## src/hw/apcp_pkg.sv

```systemverilog
// shared constants and types for the ascii packet command parser
package apcp_pkg;
  // ==========================================
  // packet characters
  localparam logic [7:0] CH_SOP   = 8'h3C; // controller start '<'
  localparam logic [7:0] CH_RSP   = 8'h3E; // reply start '>'
  localparam logic [7:0] CH_DLM   = 8'h2F; // address delimiter '/'
  localparam logic [7:0] CH_SET   = 8'h3D; // set_qualifier '='
  localparam logic [7:0] CH_QRY   = 8'h3F; // query_qualifier '?'
  localparam logic [7:0] CH_UNK   = 8'h21; // unknown code '!'
  localparam logic [7:0] CH_MODE  = 8'h2A; // wrong mode '*'
  localparam logic [7:0] CH_BUSY  = 8'h23; // hardware busy '#'
  localparam logic [7:0] CH_CR    = 8'h0D;
  localparam logic [7:0] CH_LF    = 8'h0A;
  localparam logic [7:0] CH_DOT   = 8'h2E;
  localparam logic [7:0] CH_COMMA = 8'h2C;
  localparam logic [7:0] CH_0     = 8'h30;
  localparam logic [7:0] CH_9     = 8'h39;
  localparam logic [7:0] CH_UA    = 8'h41; // 'A'
  localparam logic [7:0] CH_UZ    = 8'h5A; // 'Z'
  localparam logic [7:0] CH_LA    = 8'h61; // 'a'
  localparam logic [7:0] CH_LZ    = 8'h7A; // 'z'
  localparam logic [7:0] CASE_BIT = 8'h20; // lower minus upper

  // ==========================================
  // address and field sizes
  localparam logic [13:0] ADDR_MIN = 14'h0001;
  localparam logic [13:0] ADDR_MAX = 14'h270F; // 9999
  localparam logic [13:0] ADDR_RST = 14'h0001;
  localparam logic [13:0] ADDR_TEN = 14'h000A;
  localparam logic [2:0]  ADDR_DIG = 3'h4;
  localparam logic [3:0]  ARG_MAX  = 4'h8;
  localparam logic [4:0]  POS_VAL  = 5'h0A; // first value char of a reply

  // ==========================================
  // types
  typedef enum logic [2:0] {
    RS_OK      = 3'b000,
    RS_BADVAL  = 3'b001,
    RS_UNKNOWN = 3'b010,
    RS_MODE    = 3'b011,
    RS_BUSY    = 3'b100
  } apcp_stat_t;

  typedef enum logic [2:0] {
    PS_IDLE  = 3'b000,
    PS_ADDR  = 3'b001,
    PS_CODE  = 3'b010,
    PS_QUAL  = 3'b011,
    PS_ARGS  = 3'b100,
    PS_EXEC  = 3'b101,
    PS_REPLY = 3'b110
  } apcp_state_t;

  typedef struct packed {
    logic [2:0][7:0] code;    // upper case, code[0] first
    logic            is_set;
    logic [3:0]      arg_len;
    logic [7:0][7:0] args;    // args[0] first
    logic            bcast;
  } apcp_req_t;

  typedef struct packed {
    apcp_stat_t      stat;
    logic [3:0]      val_len;
    logic [7:0][7:0] val;     // val[0] first
  } apcp_resp_t;
endpackage : apcp_pkg

```

## src/hw/apcp_parser.sv

```systemverilog
// target-side ascii packet parser and reply builder
// How it works
// - unit address loads only when 1 to 9999
// - reply echoes the address digits the controller used, zero padded on the left to four characters
// - forward slash separates address and code both ways
// - code is exactly three letters
// - upper and lower case code letters both accepted
// - set qualifier hands argument characters to the parameter back end
// - query answered with code, set qualifier and present value
// - valid set acknowledged with code and set qualifier only
// - invalid set value answered with code and query qualifier
// - unknown code answered with code and exclamation mark
// - wrong mode answered with code and asterisk, no change
// - busy hardware answered with code and hash
// - arguments are digits, period and comma, possibly none
// - reply ends with carriage return then line feed
// - controller packets start with less-than, replies greater-than
// - characters are 8N1 at 2400 to 38400 baud
// - multi-drop address zero is acted on with no reply
module apcp_parser
  import apcp_pkg::*;
(
  input  wire logic       clk_sys_i,
  input  wire logic       sys_rst_i,
  input  wire logic       rx_valid_i,
  input  wire logic [7:0] rx_data_i,
  input  wire logic       tx_ready_i,
  output logic            tx_valid_o,
  output logic [7:0]      tx_data_o,
  input  wire logic       addr_load_i,
  input  wire logic [13:0] addr_value_i,
  input  wire logic       multidrop_i,
  output logic [13:0]     unit_addr_o,
  output logic            req_valid_o,
  output apcp_req_t       req_o,
  input  wire logic       resp_valid_i,
  input  wire apcp_resp_t resp_i
);
  // ==========================================
  // state
  apcp_state_t     state;
  logic [13:0]     addr_val;
  logic [3:0][7:0] addr_txt;
  logic [2:0]      addr_n;
  logic [2:0][7:0] code;
  logic [1:0]      code_n;
  logic            is_set;
  logic [7:0][7:0] args;
  logic [3:0]      arg_n;
  logic            arg_bad;
  logic            bcast;
  logic [7:0]      rqual;
  logic [3:0]      rvlen;
  logic [7:0][7:0] rval;
  logic [4:0]      pos;
  logic            v1;
  logic [7:0]      d1;
  logic [7:0]      gen_char;
  logic [2:0][7:0] code_up;
  logic [2:0]      up_ok;

  // decoded rx byte classes
  wire       rx_dig   = rx_data_i >= CH_0 && rx_data_i <= CH_9;
  wire       rx_up    = rx_data_i >= CH_UA && rx_data_i <= CH_UZ;
  wire       rx_lo    = rx_data_i >= CH_LA && rx_data_i <= CH_LZ;
  wire       rx_arg   = rx_dig || rx_data_i == CH_DOT || rx_data_i == CH_COMMA;
  wire       rx_sop   = rx_valid_i && rx_data_i == CH_SOP;
  wire       parsing  = state inside {PS_ADDR, PS_CODE, PS_QUAL, PS_ARGS};
  wire       bc_now   = multidrop_i && addr_val == 14'h0000;
  wire       addr_hit = addr_val == unit_addr_o || bc_now;
  wire       eop      = state == PS_ARGS && rx_valid_i && rx_data_i == CH_CR;
  wire       loc_bad  = is_set && arg_bad;
  wire       take     = state == PS_EXEC && resp_valid_i;
  wire       push     = state == PS_REPLY && !v1;
  wire [4:0] pos_cr   = POS_VAL + {1'b0, rvlen};
  wire       last     = pos == pos_cr + 5'h01;
  wire [13:0] addr_nx = 14'(addr_val * ADDR_TEN) + 14'(rx_data_i[3:0]);

  // ==========================================
  // unit address, kept inside the legal range at all times
  always_ff @(posedge clk_sys_i or posedge sys_rst_i) begin
    if (sys_rst_i) begin
      unit_addr_o <= ADDR_RST;
    end else if (addr_load_i && addr_value_i >= ADDR_MIN && addr_value_i <= ADDR_MAX) begin
      unit_addr_o <= addr_value_i;
    end
  end

  // ==========================================
  // packet parser
  // rx bytes arriving during exec or reply are dropped: the controller
  // only speaks again after a complete reply
  always_ff @(posedge clk_sys_i or posedge sys_rst_i) begin
    if (sys_rst_i) begin
      state    <= PS_IDLE;
      addr_val <= 14'h0000;
      addr_txt <= {4{CH_0}};
      addr_n   <= 3'h0;
      code     <= '0;
      code_n   <= 2'h0;
      is_set   <= 1'b0;
      args     <= '0;
      arg_n    <= 4'h0;
      arg_bad  <= 1'b0;
      bcast    <= 1'b0;
    end else if (rx_sop && (state == PS_IDLE || parsing)) begin
      state    <= PS_ADDR;
      addr_val <= 14'h0000;
      addr_txt <= {4{CH_0}};
      addr_n   <= 3'h0;
      code_n   <= 2'h0;
      arg_n    <= 4'h0;
      arg_bad  <= 1'b0;
    end else begin
      case (state)
        PS_ADDR: begin
          if (rx_valid_i) begin
            if (rx_dig && addr_n < ADDR_DIG) begin
              addr_val <= addr_nx;
              addr_txt <= {addr_txt[2:0], rx_data_i};
              addr_n   <= addr_n + 3'h1;
            end else if (rx_data_i == CH_DLM && addr_n != 3'h0 && addr_hit) begin
              state <= PS_CODE;
              bcast <= bc_now;
            end else begin
              state <= PS_IDLE;
            end
          end
        end
        PS_CODE: begin
          if (rx_valid_i) begin
            if (rx_up || rx_lo) begin
              code[code_n] <= rx_data_i;
              code_n       <= code_n + 2'h1;
              if (code_n == 2'h2) begin
                state <= PS_QUAL;
              end
            end else begin
              state <= PS_IDLE;
            end
          end
        end
        PS_QUAL: begin
          if (rx_valid_i) begin
            if (rx_data_i == CH_SET || rx_data_i == CH_QRY) begin
              is_set <= rx_data_i == CH_SET;
              state  <= PS_ARGS;
            end else begin
              state <= PS_IDLE;
            end
          end
        end
        PS_ARGS: begin
          if (eop) begin
            if (!loc_bad) begin
              state <= PS_EXEC;
            end else begin
              state <= bcast ? PS_IDLE : PS_REPLY;
            end
          end else if (rx_valid_i) begin
            if (rx_arg && arg_n < ARG_MAX) begin
              args[arg_n[2:0]] <= rx_data_i;
              arg_n            <= arg_n + 4'h1;
            end else begin
              arg_bad <= 1'b1;
            end
          end
        end
        PS_EXEC: begin
          if (resp_valid_i) begin
            state <= bcast ? PS_IDLE : PS_REPLY;
          end
        end
        PS_REPLY: begin
          if (push && last) begin
            state <= PS_IDLE;
          end
        end
        default: begin
          state <= PS_IDLE;
        end
      endcase
    end
  end

  // ==========================================
  // upper-case copy of the code for the back end
  for (genvar i = 0; i < 3; i++) begin : g_up
    assign code_up[i] = (code[i] >= CH_LA) ? code[i] - CASE_BIT : code[i];
    assign up_ok[i]   = code_up[i] >= CH_UA && code_up[i] <= CH_UZ;
  end

  // ==========================================
  // request to the parameter back end, held until it answers
  always_ff @(posedge clk_sys_i or posedge sys_rst_i) begin
    if (sys_rst_i) begin
      req_valid_o <= 1'b0;
      req_o       <= '0;
    end else if (eop && !loc_bad) begin
      req_valid_o <= 1'b1;
      req_o       <= '{code: code_up, is_set: is_set, arg_len: arg_n, args: args, bcast: bcast};
    end else if (take) begin
      req_valid_o <= 1'b0;
    end
  end

  // ==========================================
  // reply qualifier and value from the answer
  always_ff @(posedge clk_sys_i or posedge sys_rst_i) begin
    if (sys_rst_i) begin
      rqual <= CH_SET;
      rvlen <= 4'h0;
      rval  <= '0;
    end else if (eop && loc_bad) begin
      rqual <= CH_QRY;
      rvlen <= 4'h0;
    end else if (take) begin
      rvlen <= 4'h0;
      rval  <= resp_i.val;
      case (resp_i.stat)
        RS_OK: begin
          rqual <= CH_SET;
          if (!is_set) begin
            rvlen <= (resp_i.val_len > ARG_MAX) ? ARG_MAX : resp_i.val_len;
          end
        end
        RS_BADVAL: rqual <= CH_QRY;
        RS_MODE:   rqual <= CH_MODE;
        RS_BUSY:   rqual <= CH_BUSY;
        default:   rqual <= CH_UNK;
      endcase
    end
  end

  // ==========================================
  // reply character position
  always_ff @(posedge clk_sys_i or posedge sys_rst_i) begin
    if (sys_rst_i) begin
      pos <= 5'h00;
    end else if (state != PS_REPLY) begin
      pos <= 5'h00;
    end else if (push) begin
      pos <= pos + 5'h01;
    end
  end

  // reply character for the current position
  always_comb begin
    gen_char = CH_LF;
    if (pos == 5'h00) begin
      gen_char = CH_RSP;
    end else if (pos <= 5'h04) begin
      gen_char = addr_txt[2'(5'h04 - pos)];
    end else if (pos == 5'h05) begin
      gen_char = CH_DLM;
    end else if (pos <= 5'h08) begin
      gen_char = code[2'(pos - 5'h06)];
    end else if (pos == 5'h09) begin
      gen_char = rqual;
    end else if (pos < pos_cr) begin
      gen_char = rval[3'(pos - POS_VAL)];
    end else if (pos == pos_cr) begin
      gen_char = CH_CR;
    end
  end

  // ==========================================
  // two-entry transmit buffer; a full buffer stalls the reply builder,
  // so the uart may hold tx_ready_i low without losing a character
  always_ff @(posedge clk_sys_i or posedge sys_rst_i) begin
    if (sys_rst_i) begin
      tx_valid_o <= 1'b0;
      tx_data_o  <= 8'h00;
      v1         <= 1'b0;
      d1         <= 8'h00;
    end else if (tx_valid_o && tx_ready_i) begin
      if (v1) begin
        tx_data_o <= d1;
        v1        <= 1'b0;
      end else begin
        tx_valid_o <= push;
        tx_data_o  <= gen_char;
      end
    end else if (push) begin
      if (!tx_valid_o) begin
        tx_valid_o <= 1'b1;
        tx_data_o  <= gen_char;
      end else begin
        v1 <= 1'b1;
        d1 <= gen_char;
      end
    end
  end
endmodule : apcp_parser

```

## config.mk

```make
export PLATFORM = sky130hd
export DESIGN_NAME = apcp_parser
export DESIGN_NICKNAME = d
export VERILOG_FILES = /design/src/hw/apcp_pkg.sv /design/src/hw/apcp_parser.sv
export SDC_FILE = /design/constraint.sdc
export NUM_CORES = 1
export LEC_CHECK = 0
export BUFFER_PORTS_ARGS = -buffer_cell sky130_fd_sc_hd__buf_2
export CAP_MARGIN = 25
export CORE_UTILIZATION = 52
export CTS_BUF_LIST = sky130_fd_sc_hd__clkbuf_4 sky130_fd_sc_hd__clkbuf_8 sky130_fd_sc_hd__clkbuf_16
export CTS_CLUSTER_DIAMETER = 150
export DETAILED_ROUTE_END_ITERATION = 12
export GPL_TIMING_DRIVEN = 0
export PLACE_DENSITY = 0.76
export SLEW_MARGIN = 20
export SYNTH_ARGS = -nofsm -noshare
export SYNTH_HDL_FRONTEND = slang
export SYNTH_SLANG_ARGS = --single-unit
```

## constraint.sdc

```tcl
create_clock -name clk_sys_i -period 11.5 [get_ports clk_sys_i]
set_input_delay 1.15 -clock clk_sys_i [delete_from_list [all_inputs] [get_ports clk_sys_i]]
set_output_delay 1.15 -clock clk_sys_i [all_outputs]
set_load 0.02 [all_outputs]
```

### After elaboration in Yosys (flattened, before gate mapping)

Index checks and enable logic that the tools add are counted.

| storage, ports and cells | value |
|---|---|
| bits in registers | 357 |
| input bits | 100 |
| output and inout port bits | 118 |
| logic and storage cells | 280 |

| cells by class | value |
|---|---|
| add/subtract/negate cells | 13 |
| $lt $le $gt $ge | 24 |
| equal/unequal tests | 35 |
| muxes and demuxes | 85 |
| reductions and logical operators | 63 |
| multipliers | 1 |
| bitwise gates (word level) | 5 |

Operators with widths:

| operator | count |
|---|---|
| 8-bit 2-to-1 mux | 20 |
| 32-bit 2-to-1 mux | 4 |
| 64-bit bitwise mux | 1 |
| 14-bit 2-to-1 mux | 4 |
| 3-bit 2-to-1 mux | 18 |
| 8-bit by 6-bit == test with 1-bit output, second input constant | 6 |
| 8-bit by 7-bit greater-or-equal comparator with 1-bit output, second input constant | 5 |
| 4-bit 2-to-1 mux | 10 |
| 8-bit binary-select mux with 2-bit select | 2 |
| 8-bit binary-select mux with 3-bit select | 1 |
| 24-bit bitwise mux | 1 |
| 8-bit demux with 3-bit select | 1 |
| 2-bit nonzero test | 12 |
| 8-bit by 6-bit subtractor with 8-bit output, second input constant | 3 |
| 1-bit logical AND | 23 |
| 5-bit case mux with 4 select lines | 1 |
| 3-bit case mux with 6 select lines | 1 |
| 8-bit demux with 2-bit select | 1 |
| 8-bit by 7-bit less-or-equal comparator with 1-bit output, second input constant | 2 |
| 4-bit AND reduction | 4 |
| 3-bit by 2-bit inequality test with 1-bit output, second input constant | 5 |
| 14-bit by 4-bit adder with 14-bit output | 1 |
| 14-bit == test | 1 |
| 14-bit by 1-bit greater-or-equal comparator with 1-bit output, second input constant | 1 |
| other kinds (50) | 98 |

### Logic depth before layout (Yosys ltp)

Gate-level depths: netlist of the first run.

| depth | value |
|---|---|
| depth in word-level cells | 12 |
| mapped depth | 11 |
| mapped depth without buffers | 10 |

### Worst setup path after synthesis of the first run

No wires, ideal clock.

| timing path | value |
|---|---|
| path type | input to register |
| start point | input port rx_data_i[4] |
| end point | register args[24] (netlist name) |
| cell stages on the path | 7 |
| setup time | 125 ps |
| slack | 8131 ps |
| arrival time | 3244 ps |
| required time | 11375 ps |
| buffers on the path | 0 |
| path through | or3_1 -> or3_1 -> a21o_1 -> nor3_4 -> nand2_2 -> nor3b_4 -> mux2_2 |

| between the ends | value |
|---|---|
| longest elaborated chain between the ends | 6 |
| elaborated cells on any way between the ends | 16 |
| those cells by class | order compare: 2; eq/ne: 4; bitwise: 2; reduce/logical: 8 |

RTL lines:

| element | line | text |
|---|---|---|
| from (decl) | apcp_parser.sv:26 | `input wire logic [7:0] rx_data_i,` |
| 8-bit by 6-bit greater-or-equal comparator with 1-bit output or 8-bit by 6-bit less-or-equal comparator with 1-bit output (tied branches) | apcp_parser.sv:63 | `wire rx_dig = rx_data_i >= CH_0 && rx_data_i <= CH_9;` |
| 1-bit logical AND | apcp_parser.sv:63 |  |
| 1-bit logical OR (2 in a row) | apcp_parser.sv:66 | `wire rx_arg = rx_dig \|\| rx_data_i == CH_DOT \|\| rx_data_i == CH_COMMA;` |
| 1-bit logical AND | apcp_parser.sv:161 | `if (rx_arg && arg_n < ARG_MAX) begin` |
| 5-bit AND reduction (no source line) (*) | n/a |  |
| to (signal, indexed assignment) | apcp_parser.sv:162 | `args[arg_n[2:0]] <= rx_data_i;` |
| to (decl) | apcp_parser.sv:48 | `logic [7:0][7:0] args;` |

Mark *: on every way between the ends. The rest lies on a longest branch, timed or not.
A chain may end at the register's enable or synchronous reset.

### Final worst setup path of the first run

| timing path | value |
|---|---|
| start point | register pos[0] |
| end point | register tx_data_o[7] |

| between the ends | value |
|---|---|
| longest elaborated chain between the ends | 12 |
| elaborated cells on any way between the ends | 25 |
| those cells by class | add/sub: 3; order compare: 3; eq/ne: 2; mux: 16; reduce/logical: 1 |

RTL lines:

| element | line | text |
|---|---|---|
| from (decl) | apcp_parser.sv:55 | `logic [4:0] pos;` |
| from (signal assigned) | apcp_parser.sv:243 | `pos <= pos + 5'h01;` |
| 3-bit by 2-bit subtractor with 3-bit output | apcp_parser.sv:261 | `gen_char = rval[3'(pos - POS_VAL)];` |
| 8-bit binary-select mux with 3-bit select | apcp_parser.sv:261 |  |
| 8-bit 2-to-1 mux (not written as such) | apcp_parser.sv:261 |  |
| 8-bit 2-to-1 mux | apcp_parser.sv:260 | `end else if (pos < pos_cr) begin` |
| 8-bit 2-to-1 mux | apcp_parser.sv:258 | `end else if (pos == 5'h09) begin` |
| 8-bit 2-to-1 mux | apcp_parser.sv:256 | `end else if (pos <= 5'h08) begin` |
| 8-bit 2-to-1 mux | apcp_parser.sv:254 | `end else if (pos == 5'h05) begin` |
| 8-bit 2-to-1 mux | apcp_parser.sv:252 | `end else if (pos <= 5'h04) begin` |
| 8-bit 2-to-1 mux (*) | apcp_parser.sv:250 | `if (pos == 5'h00) begin` |
| 8-bit 2-to-1 mux | apcp_parser.sv:285 | `if (!tx_valid_o) begin` |
| 8-bit 2-to-1 mux | apcp_parser.sv:284 | `end else if (push) begin` |
| 8-bit 2-to-1 mux (*) | apcp_parser.sv:276 | `end else if (tx_valid_o && tx_ready_i) begin` |
| to (signal assigned) | apcp_parser.sv:282 | `tx_data_o <= gen_char;` |
| to (signal assigned) | apcp_parser.sv:287 | `tx_data_o <= gen_char;` |
| to (decl) | apcp_parser.sv:29 | `output logic [7:0] tx_data_o,` |

Mark *: on every way between the ends. The rest lies on a longest branch, timed or not. The select of a mux whose other input is x is not followed.

==> results by group, run 1 <==
Finish
  – Layout cells sized above 1: 37.03%
  – Final Instance Area: 18990 um2
  – Syn-to-layout area delta: 18.44%
  – Fin nets: 1651

Synthesis
  – Synthesized Nets: 1392
  – Distinct cells, synth: 62
  – Ys Warns: 0
  – Seq/Total Area, Yosys: 55.02%
  – Synth Register Bits: about 350
  – Most common flop cell mapped by yosys: dfrtp_1
  – Post-Syn Instances: 1247
  – Cell area after synthesis: 16040 um2
  – Syn_area_per_cell: 12.86 um2
  – Post-synth EDFFs: 0
  – Fraction of registers with async set/reset: 100.0%

Floorplanning
  – Die ar.: 31540 um2
  – Die H: 177.6 um
  – Starting Density: between 50% and 60%
  – Ports: ~220
  – Row Count: 63
  – Chip Width: 177.6 um
  – Core Box Area: 29950 um2

Clocking
  – CTS tree: done
  – Hold Buf Count CTS: 0
  – CTS-repair resized insts: 0
  – Clk_lat worst skew: 530 ps
  – Clk slew on worst S/H paths: 60 ps
  – Root Buffer: clkbuf_16
  – CTS Buffer Depth: 3
  – H-tree depth: 2
  – Postcts setup bufs: 0
  – Clk sinks: 352
  – CTS buffer count: 37

Timing
  – Fmax: 243.5 MHz
  – Tmin final: 4106 ps
  – Post-Route Setup TNS: 0 ps
  – Hold Fails Final Rpt: 0
  – Max-slew violation count: 0
  – Period utilization: approximately 36%
  – Setup violators final: 0
  – RSZ-0062 raised after global routing: false
  – Worst Tran Pin Value: 927.3 ps
  – Clk_skew: 15.37 ps
  – Relative slew slack: 38.18%

Pwr
  – Share of total power in combinational logic: 4.3%
  – VDD IR max: 0.0001119 V
  – PwrDens: 138.3 nW/um2
  – Switching Fraction: 21.98%
  – Clock power share: a little under half
  – Internal power: 0.002049 W
  – Switch Pwr: 0.0005773 W
  – LEAKAGE: 9.668 nW
  – Sequential group share of total power: around 48%

Setup path
  – CP Depth: 10
  – Cell Chain, Critical Path: clkbuf_1 > clkbuf_1 > inv_1 > ha_1 > clkbuf_1 > mux4_2 > nand3_1 > nand3_1 > mux2i_1 > a21oi_1
  – Worst R2R Path Depth: 10
  – Crit-path max cell delay: 730 ps
  – Worst EP arrival: around 4500 ps
  – Most frequent CP cell: clkbuf_1
  – CP startpoint kind: flop
  – Setup crit end kind: flop
  – CP max stage cell: clkbuf_1
  – CP Data Required Time: 11880 ps
  – Maximum fanout along the worst path: 10
  – CP bufs+invs: 4
  – CP Class: flop to flop
  – Crit-path leading delay family: buffers and inverters

Min path
  – WHS Path Cells: 1
  – HP Class: flop to flop

Routing
  – Vias per cell: 5.714
  – DRT Pass-1 Iters: 6
  – Post-route ant nets: 0
  – DRC viols: 0
  – Detailed Route WL: 37.81 mm
  – DR iter-0 viols: 672
  – WL/cell: 19.61 um
  – Detailed-route via count: roughly 11k

Global routing
  – First-pass GRT wire length: 60.20 mm
  – GRT overflow: 0
  – Vias in the first global route: 11.16k
  – Largest net degree at the start of global routing: 103
  – GRT Total Usage: about a quarter
  – Initial antenna violation count: 5

Place
  – GP Congestion: 0.9017
  – Number of buffers added on ports: 217
  – DP HPWL: ~27 mm
  – Dpl cell area: 17700 um2

Flow run
  – Max_cap viols: 0

Status
  – Outcome: completed
-- cells by family after synthesis --
logic type,count (synthesis),synth area share (%)
simple gates,257,8.255
mux,271,20.57
compound gates,192,7.967
fa+ha+maj,45,3.605
xor+xnor,49,2.676
buf+inv,81,1.904
flops,352,55.02
-- metal layers --
layer	vias to the layer above	track usage (%)	wire length [um]
li1	5058	-	-
met1	5595	33.67	16340
met5	-	0	27
met2	282	39.60	18430
met3	77	4.456	1997
met4	4	8.120	1013
-- area by class of cell --
| class | instances | area (um2) |
|---|---|---|
| Antenna cell | 4 | 10.01 |
| Tap cell | 390 | 488.0 |
| Inverter | 21 | 86.33 |
| Buffer | 60 | 226.5 |
| Clock inverter | 16 | 201.4 |
| Sequential cell | 352 | 8823 |
| Fill cell | 2297 | 10960 |
| Multi-Input combinational cell | 814 | 6907 |
| Timing Repair Buffer | 220 | 1169 |
| Clock buffer | 51 | 1081 |
-- layout by cell type, fill, tap and decap left out, types with 16 or more instances in the layout --
| master | count |
|---|---|
| a21oi_1 | 39 |
| mux2i_1 | 19 |
| nor2b_1 | 16 |
| nor2_1 | 48 |
| nor3_1 | 16 |
| xnor2_1 | 30 |
| nand2_1 | 72 |
| mux2_2 | 228 |
| xor2_1 | 19 |
| dfrtp_1 | 340 |
| a22o_1 | 31 |
| ha_1 | 43 |
| buf_2 | 218 |
| nand3_1 | 22 |
| o21ai_0 | 53 |
| inv_1 | 20 |
| mux4_2 | 24 |
| clkbuf_16 | 37 |
| clkbuf_1 | 54 |
-- cell usage after synthesis, drive strengths merged, types with 3 or more instances --
cell / instances / area, um2
clkbuf: 54 / 202.7
nor2: 49 / 186.4
o22a: 11 / 96.34
nand2: 73 / 276.5
a21o: 9 / 67.56
nor3b: 4 / 52.55
dfstp: 12 / 315.3
o2111ai: 3 / 26.28
o31ai: 8 / 60.06
xor2: 19 / 166.4
a22o: 31 / 271.5
mux2: 228 / 2567
buf: 6 / 23.77
mux2i: 19 / 190.2
xnor2: 30 / 262.8
nor2b: 16 / 100.1
ha: 43 / 538.0
a21oi: 39 / 195.2
dfrtp: 340 / 8508
nor3: 18 / 106.4
nand2b: 7 / 43.79
a211oi: 8 / 60.06
inv: 21 / 78.83
nand4: 11 / 68.82
o21a: 8 / 60.06
or2: 7 / 43.79
o21ai: 53 / 265.3
nor4: 10 / 68.81
or3: 9 / 56.30
a31oi: 5 / 31.28
mux4: 24 / 540.5
and2: 13 / 81.33
nand3: 22 / 110.1
and3: 11 / 68.82
-- power groups by stage --
stage | Sequential (W) | Clock, W | Combinational, W
floorplan | 0.00130 | 0 | 0.0000485
global placement | 0.00129 | 0 | 0.000108
detailed placement | 0.00129 | 0 | 0.000115
CTS | 0.00127 | 0.00126 | 0.000116
global route | 0.00127 | 0.00131 | 0.000126
finish | 0.00127 | 0.00124 | 0.000114
-- state kept, by name, indices dropped and copies added, names as in the netlist, 2 cells and up --
| name | count |
|---|---|
| req_o | 94 |
| args | 64 |
| rval | 64 |
| addr_txt | 31 |
| code | 24 |
| addr_val | 14 |
| unit_addr_o | 14 |
| d1 | 8 |
| tx_data_o | 8 |
| pos | 5 |
| arg_n | 4 |
| rqual | 4 |
| rvlen | 4 |
| addr_n | 3 |
| state | 3 |
| code_n | 2 |
-- through the flow --
stage,std cells,total power (W),utilization (%),hold WS (ps),worst slack (ps)
floorplan,1247,0.001351,-,430.5,606.3
global placement,1854,0.001400,58.79,446.7,-2727
detailed placement,1857,0.001406,59.09,454.1,7432
CTS,1924,0.002645,63.37,467.7,7407
global route,1927,0.002705,63.40,485.1,7146
finish,1928,0.002627,63.40,463.5,7394
-- path summary, 6_finish.rpt --
| path | from | end | slack (ps) |
|---|---|---|---|
| min | args[29]$_DFFE_PP0P_ | args[29]$_DFFE_PP0P_ | 460 |
| max | pos[0]$_DFFE_PP0P_ | tx_data_o[7]$_DFFE_PP0P_ | 7390 |
| min in group asynchronous | sys_rst_i | req_o[71]$_DFFE_PP0P_ | 670 |
| max reg2reg | pos[0]$_DFFE_PP0P_ | tx_data_o[7]$_DFFE_PP0P_ | 7390 |
| min reg2reg | args[29]$_DFFE_PP0P_ | args[29]$_DFFE_PP0P_ | 460 |
| max in group asynchronous | sys_rst_i | unit_addr_o[0]$_DFFE_PP1P_ | 9550 |
(Power assumes the default switching activity.)
==> run 2, diff against run 1 <==
CORE_UTILIZATION = 58   (was 52)
PLACE_DENSITY = 0.8   (was 0.76)
clock period = 3.8 ns   (was 11.5 ns; I/O delays follow)
==> run 2 against run 1 <==
  * Clock power rose to 2.9 times the previous value
  * Power rose to 3.0 times the previous value
  * Clock-buffer cell count rose by 7
  * First-iteration DRC count rose by 8.3%
  * Via count rose by 1.7%
  * Hold slack got worse by 400 ps
  * Design area rose by 0.32%
  * Clock skew rose by 0.57 ps
  * Sequential power rose to 3.0 times the previous value
  * Flip-flop and latch count did not move
  * Setup slack got worse by 7000 ps
  * Wire length rose by 1.2%
  * Critical path type unchanged
  * Largest cell class unchanged
  * Highest routed layer is now met4
==> results by group, run 2 (same netlist as run 1, synthesis figures left out) <==
Global routing
  – Largest net degree at the start of global routing: 37 (-64%)
  – GRT Total Usage: 27.44% (+2.9 points)
  – First-pass GRT wire length: 60.61 mm (+0.68%)
  – Initial antenna violation count: 1 (-4)
  – GRT overflow: 0 (unchanged)
  – Vias in the first global route: 11.41k (+2.2%)

Finish
  – Most flop-heavy register: req_o
  – Most frequent cells in the layout: 340 x dfrtp_1, 228 x mux2_2, 218 x buf_2
  – Fill cell count: 1829 (-20%)
  – Post-route insts no fill: 1887 (-2.1%)
  – Fin util: 70.50% (+7.1 points)
  – Fin nets: 1660 (+0.55%)
  – Commonest non-fill, non-tap cell in the layout: dfrtp_1
  – Registers with the most flip-flops: req_o (94), args (64), rval (64)
  – Layout cells sized above 1: 37.50% (+0.47 points)
  – Number of flip-flops in the largest register: 94 (unchanged)
  – Syn-to-layout area delta: 18.81%
  – Final Instance Area: 19050 um2 (+0.32%)

Setup path
  – Maximum fanout along the worst path: 10 (unchanged)
  – Setup crit end kind: flop
  – Worst r2r src: pos[1]$_DFFE_PP0P_
  – R2R setup slack: 370 ps (-7020 ps)
  – CP Class: flop to flop
  – Worst R2R Path Depth: 9 (-1)
  – Worst EP arrival: 3810 ps (-670 ps)
  – CP startpoint kind: flop
  – Critical R2R Capture: tx_data_o[3]$_DFFE_PP0P_
  – CP Data Required Time: 4180 ps (-7700 ps)

Timing
  – Relative slew slack: 39.09% (+0.91 points)
  – Clk_skew: 15.94 ps (+0.5725 ps)
  – Fmax: 291.7 MHz (+20%)
  – Max-slew violation count: 0 (unchanged)
  – Setup violators final: 0 (unchanged)
  – RSZ-0062 raised after global routing: false
  – Final WS setup: 372.0 ps (-7022 ps)
  – Hold Fails Final Rpt: 0 (unchanged)
  – Hold WS: 62.23 ps (-401.2 ps)
  – Tmin final: 3428 ps (-678.2 ps)
  – Period utilization: 90.21% (+55 points)
  – Worst Tran Pin Value: 913.6 ps (-13.70 ps)

Routing
  – Detailed-route via count: 11.21k (+1.7%)
  – Detailed Route WL: 38.26 mm (+1.2%)
  – DRC viols: 0 (unchanged)
  – Vias per cell: 5.938 (+3.9%)
  – Post-route ant nets: 0 (unchanged)
  – DR iter-0 viols: 728 (+8.3%)
  – DRT Pass-1 Iters: 5 (-1)
  – WL/cell: 20.27 um (+3.4%)

Floorplanning
  – Core Box Area: 27030 um2 (-9.8%)
  – Row Count: 60 (-4.8%)
  – Die H: 168.3 um (-5.3%)
  – Chip Width: 168.3 um (-5.3%)
  – Starting Density: 59.33% (+5.8 points)
  – Ports: 218 (unchanged)
  – Die ar.: 28320 um2 (-10%)

Place
  – DP HPWL: 27.68 mm (+2.4%)
  – Dpl ws: -223.6 ps (-7656 ps)
  – Number of buffers added on ports: 217 (unchanged)
  – GP Congestion: 0.9245 (+2.5%)
  – Dpl cell area: 17780 um2 (+0.45%)
  – Cell count after placement: 1816 (-2.2%)

Clocking
  – Clk sinks: 352 (unchanged)
  – Clk slew on worst S/H paths: 60 ps (about the same)
  – Postcts setup bufs: 0 (unchanged)
  – CTS Buffer Depth: 3 (unchanged)
  – CTS tree: done
  – H-tree depth: 2 (unchanged)
  – Root Buffer: clkbuf_16
  – CTS buffer count: 37 (unchanged)
  – Clk_lat worst skew: 530 ps (about the same)

Status
  – Outcome: completed

Flow run
  – Max_cap viols: 0 (unchanged)

Pwr
  – PwrDens: 412.3 nW/um2 (+200%)
  – LEAKAGE: 9.735 nW (+0.69%)
  – VDD IR max: 0.0003176 V (+180%)

Min path
  – Worst Hold Path EP: rvlen[1]$_DFFE_PP0P_
  – WHS Path Cells: 3 (+2)
  – HP Class: input port to flop
  – Min-delay src: resp_i[65]
==> run 2: cell types whose count changed in the layout (fill, tap and decap cells not counted), sizes merged <==
cell,change
buf,+8
bufinv,-3
clkbuf,+7
clkinv,-4
diode,-2
dlygate4sd3,+1
inv,+1
==> run 2: metrics by stage <==
step                total power (W)  setup TNS (ps)
CTS                        0.007903               0
detailed placement         0.004272           -1896
global route               0.008082               0
finish                     0.007855               0
floorplan                  0.004091         -436800
global placement           0.004235        -1066560
==> run 2: worst max-delay path by stage <==
stage,start,end,slack (ps),depth (start not counted)
2_1_floorplan,sys_rst_i,addr_n[0]$_DFFE_PP0P_,-1280,1
3_3_place_gp,sys_rst_i,args[11]$_DFFE_PP0P_,-3130,2
3_5_place_dp,pos[0]$_DFFE_PP0P_,tx_data_o[7]$_DFFE_PP0P_,-220,10
4_1_cts,pos[0]$_DFFE_PP0P_,tx_data_o[7]$_DFFE_PP0P_,60,10
5_1_grt,pos[1]$_DFFE_PP0P_,tx_data_o[6]$_DFFE_PP0P_,200,8
6_report,pos[1]$_DFFE_PP0P_,tx_data_o[3]$_DFFE_PP0P_,370,9
==> run 2: final cells by class <==
cell class | instances | area [um2] | area share (%)
diodes | 2 | 5.005 | 0.02627
plain buffers | 60 | 229.0 | 1.202
clock buffers | 58 | 1146 | 6.016
clock inverters | 10 | 108.9 | 0.5714
inverters | 21 | 82.58 | 0.4334
multi-input cells | 814 | 6907 | 36.25
flip-flops and latches | 352 | 8823 | 46.31
well taps | 341 | 426.7 | 2.239
repair buffers | 229 | 1324 | 6.948
==> run 2: layer usage <==
layer | share of wire [%] | track usage, % | vias up | wire length [um]
met5 | 0 | 0 | - | 0
met4 | 2.6 | 9.012 | 0 | 1007
met3 | 6.0 | 4.772 | 76 | 2281
met2 | 50 | 45.46 | 371 | 18950
met1 | 42 | 36.93 | 5698 | 16020
li1 | - | - | 5060 | -
==> run 2: worst max-delay path, cell delays in order (launching register included) <==
cell,delay (ps)
dfrtp_1,450
clkbuf_1,690
inv_1,200
ha_1,330
clkbuf_1,510
mux4_2,470
nor2_1,110
a21oi_1,50
nor3_1,330
a31oi_1,140
==> run 2: what timing repair did <==
item,CTS,global route
endpoints found under the setup margin,14,8
hold buffers,1,0
hold endpoints to repair,12,0
resized for setup,1,3
==> run 2: report_power, final <==
part | internal, W | total (W) | switching [W]
logic | 0.000143 | 0.000363 | 0.000220
registers | 0.00380 | 0.00384 | 0.0000387
clock network | 0.00217 | 0.00365 | 0.00149
total | 0.00611 | 0.00785 | 0.00174
==> run 3, diff against run 2 <==
--- a/config.mk
+++ b/config.mk
@@ -11,4 +11,5 @@
 export CTS_BUF_LIST = sky130_fd_sc_hd__clkbuf_4 sky130_fd_sc_hd__clkbuf_8 sky130_fd_sc_hd__clkbuf_16
 export CTS_CLUSTER_DIAMETER = 150
+export CTS_CLUSTER_SIZE = 14
 export DETAILED_ROUTE_END_ITERATION = 12
 export GPL_TIMING_DRIVEN = 0
==> constraint.sdc (replaced) <==
create_clock -name clk_sys_i -period 3.8 [get_ports clk_sys_i]
set_input_delay 0 -clock clk_sys_i [delete_from_list [all_inputs] [get_ports clk_sys_i]]
set_output_delay 0 -clock clk_sys_i [all_outputs]
set_load 0.02 [all_outputs]
==> run 3 against run 2 <==
  * Non-clock buffer count up 107
  * Wire length is 9.8% higher
  * Combinational power grew 28%
  * Critical path type unchanged
  * Fmax is 1.7% lower
  * Design area up 4.0%
  * Sequential power is essentially flat
  * Largest cell class unchanged
  * Clock-buffer cell count decreased by 6
  * Setup slack got worse by 59 ps
  * Final cell count increased by 5.0%
  * Hold slack worse by 35 ps
  * Clock power fell by 18%
==> results by group, run 3 (same netlist as run 1, synthesis figures left out) <==
Routing
  – Wire length on met3: 2.618 mm (+15%)
  – Detailed Route WL: 42.02 mm (+9.8%)
  – Wire length on met2: 21.13 mm (+11%)
  – Top Layer Used: met4
  – Vias per cell: 6.002 (+1.1%)
  – Wl on met1: 16.79 mm (+4.8%)
  – Detailed-route via count: 11.90k (+6.2%)
  – WL/cell: 21.20 um (+4.6%)
  – DR iter-0 viols: 803 (+10%)
  – DRT Pass-1 Iters: 5 (unchanged)
  – DRC viols: 0 (unchanged)
  – Post-route ant nets: 0 (unchanged)

Finish
  – Commonest non-fill, non-tap cell in the layout: dfrtp_1
  – Registers with the most flip-flops: req_o (94), args (64), rval (64)
  – Fin util: 73.29% (+2.8 points)
  – Fin nets: 1759 (+6.0%)
  – Syn-to-layout area delta: 23.52%
  – Number of flip-flops in the largest register: 94 (unchanged)
  – Most frequent cells in the layout: 340 x dfrtp_1, 228 x mux2_2, 218 x buf_2
  – Most flop-heavy register: req_o
  – Layout cells sized above 1: 34.51% (-3.0 points)

Timing
  – Max-slew violation count: 0 (unchanged)
  – Setup violators final: 0 (unchanged)
  – Worst Tran Pin Value: 974.3 ps (+60.68 ps)
  – Period utilization: 91.76% (+1.6 points)
  – Tmin final: 3487 ps (+58.97 ps)
  – Clk_skew: 15.58 ps (-0.3652 ps)
  – Hold Fails Final Rpt: 0 (unchanged)
  – Relative slew slack: 35.05% (-4.0 points)
  – RSZ-0062 raised after global routing: false
  – Final WS setup: 313.0 ps (-58.97 ps)
  – Fmax: 286.8 MHz (-1.7%)

Pwr
  – PwrDens: 367.8 nW/um2 (-11%)
  – Overall power: 0.007286 W (-7.2%)
  – VDD IR max: 0.0003462 V (+9.0%)
  – LEAKAGE: 10.05 nW (+3.3%)

Clocking
  – Root Buffer: clkbuf_16
  – CTS buffer count: 29 (-22%)
  – H-tree depth: 1 (-1)
  – Clk slew on worst S/H paths: 70 ps (about the same)
  – CTS tree: done
  – CTS Buffer Depth: 3 (unchanged)
  – Clk sinks: 352 (unchanged)
  – Postcts setup bufs: 0 (unchanged)
  – Clk_lat worst skew: 570 ps (+40 ps)

Floorplanning
  – Core Box Area: 27030 um2 (unchanged)
  – Ports: 218 (unchanged)
  – Row Count: 60 (unchanged)
  – Die ar.: 28320 um2 (unchanged)
  – Chip Width: 168.3 um (unchanged)
  – Starting Density: 59.33% (unchanged)
  – Die H: 168.3 um (unchanged)

Status
  – Outcome: completed

Setup path
  – Setup crit end kind: flop
  – CP startpoint kind: flop
  – Worst R2R Path Depth: 9 (unchanged)
  – Worst EP arrival: 3930 ps (+120 ps)
  – Critical R2R Capture: tx_data_o[7]$_DFFE_PP0P_
  – Worst Setup EP: tx_data_o[7]$_DFFE_PP0P_
  – CP Class: flop to flop
  – CP Launch Point: pos[1]$_DFFE_PP0P_
  – Worst r2r src: pos[1]$_DFFE_PP0P_
  – R2R setup slack: 310 ps (-60 ps)
  – Maximum fanout along the worst path: 10 (unchanged)
  – CP Data Required Time: 4240 ps (+60 ps)

Flow run
  – Max_cap viols: 0 (unchanged)

Place
  – Number of buffers added on ports: 217 (unchanged)
  – Dpl ws: -223.6 ps (unchanged)
  – DP HPWL: 27.68 mm (unchanged)
  – GP Congestion: 0.9245 (unchanged)

Global routing
  – Initial antenna violation count: 3 (+2)
  – GRT overflow: 0 (unchanged)
  – First-pass GRT wire length: 66.89 mm (+10%)
  – Vias in the first global route: 12.45k (+9.2%)
  – Largest net degree at the start of global routing: 37 (unchanged)
  – GRT Total Usage: 30.18% (+2.7 points)

Min path
  – HP Class: input port to flop
[run 3: cell types whose count changed in the layout (fill, tap and decap cells not counted), sizes merged]
cell and change:
inv -3, clkinvlp -3, bufinv -1, diode +2, clkbuf -6, clkinv -1
dlygate4sd3 +107
[run 3: per-stage QoR]
stage / hold WS (ps) / area [um2] / TNS [ps] / instances
after floorplan: 86.66 / 16040 / -307560 / 1247
after global placement: 222.1 / 17550 / -932800 / 1805
after detailed placement: 17.63 / 17780 / -1896 / 1816
after CTS: 0.7024 / 19800 / 0 / 1978
after global routing: 54.46 / 19810 / 0 / 1981
final: 26.93 / 19810 / 0 / 1982
[run 3: layout make-up]
type	count	area, um2
antenna	4	10.01
buffer	60	229.0
fill	1709	7218
timing repair buffer	336	2395
clock inverter	2	36.28
sequential	352	8823
tap	341	426.7
multi-input combinational	814	6907
inverter	21	82.58
clock buffer	52	898.4
[run 3: timing repair]
| item | in CTS | in global routing |
|---|---|---|
| hold buffers | 108 | 0 |
| setup endpoints to repair | 14 | 11 |
| hold endpoints to repair | 201 | 0 |
| gates resized for setup | 1 | 3 |
| cloned | 0 | 0 |
[run 3: worst min path at each step]
stage / end / slack, ps / from / cells past startpoint
2_1_floorplan: v1$_DFFE_PP0P_ / 90 / tx_ready_i / 1
3_3_place_gp: rvlen[2]$_DFFE_PP0P_ / 220 / resp_i[66] / 2
3_5_place_dp: rval[15]$_DFFE_PP0P_ / 20 / sys_rst_i / 2
4_1_cts: bcast$_DFFE_PP0P_ / 0.7 / rx_data_i[6] / 4
5_1_grt: bcast$_DFFE_PP0P_ / 50 / rx_data_i[6] / 4
6_report: bcast$_DFFE_PP0P_ / 30 / rx_data_i[6] / 4
[run 3: per-layer routing]
metal	GRT usage [%]	up-vias
met5	0	-
met4	12.29	0
met3	5.665	130
met2	51.16	464
met1	38.35	6055
li1	-	5247
[run 3: where the power goes]
group	switching (W)	total [W]	leakage, nW	internal (W)
registers	0.0000399	0.00384	4.79	0.00380
logic	0.000248	0.000464	4.78	0.000216
clock network	0.00137	0.00299	0.480	0.00162
total	0.00166	0.00729	10.1	0.00563
[run 3: critical path: stages (launching register included)]
cell	delay, ps
dfrtp_1	440
clkbuf_1	760
inv_1	200
ha_1	330
clkbuf_1	490
mux4_2	650
nand3_1	120
nand3_1	100
mux2i_1	170
a21oi_1	90
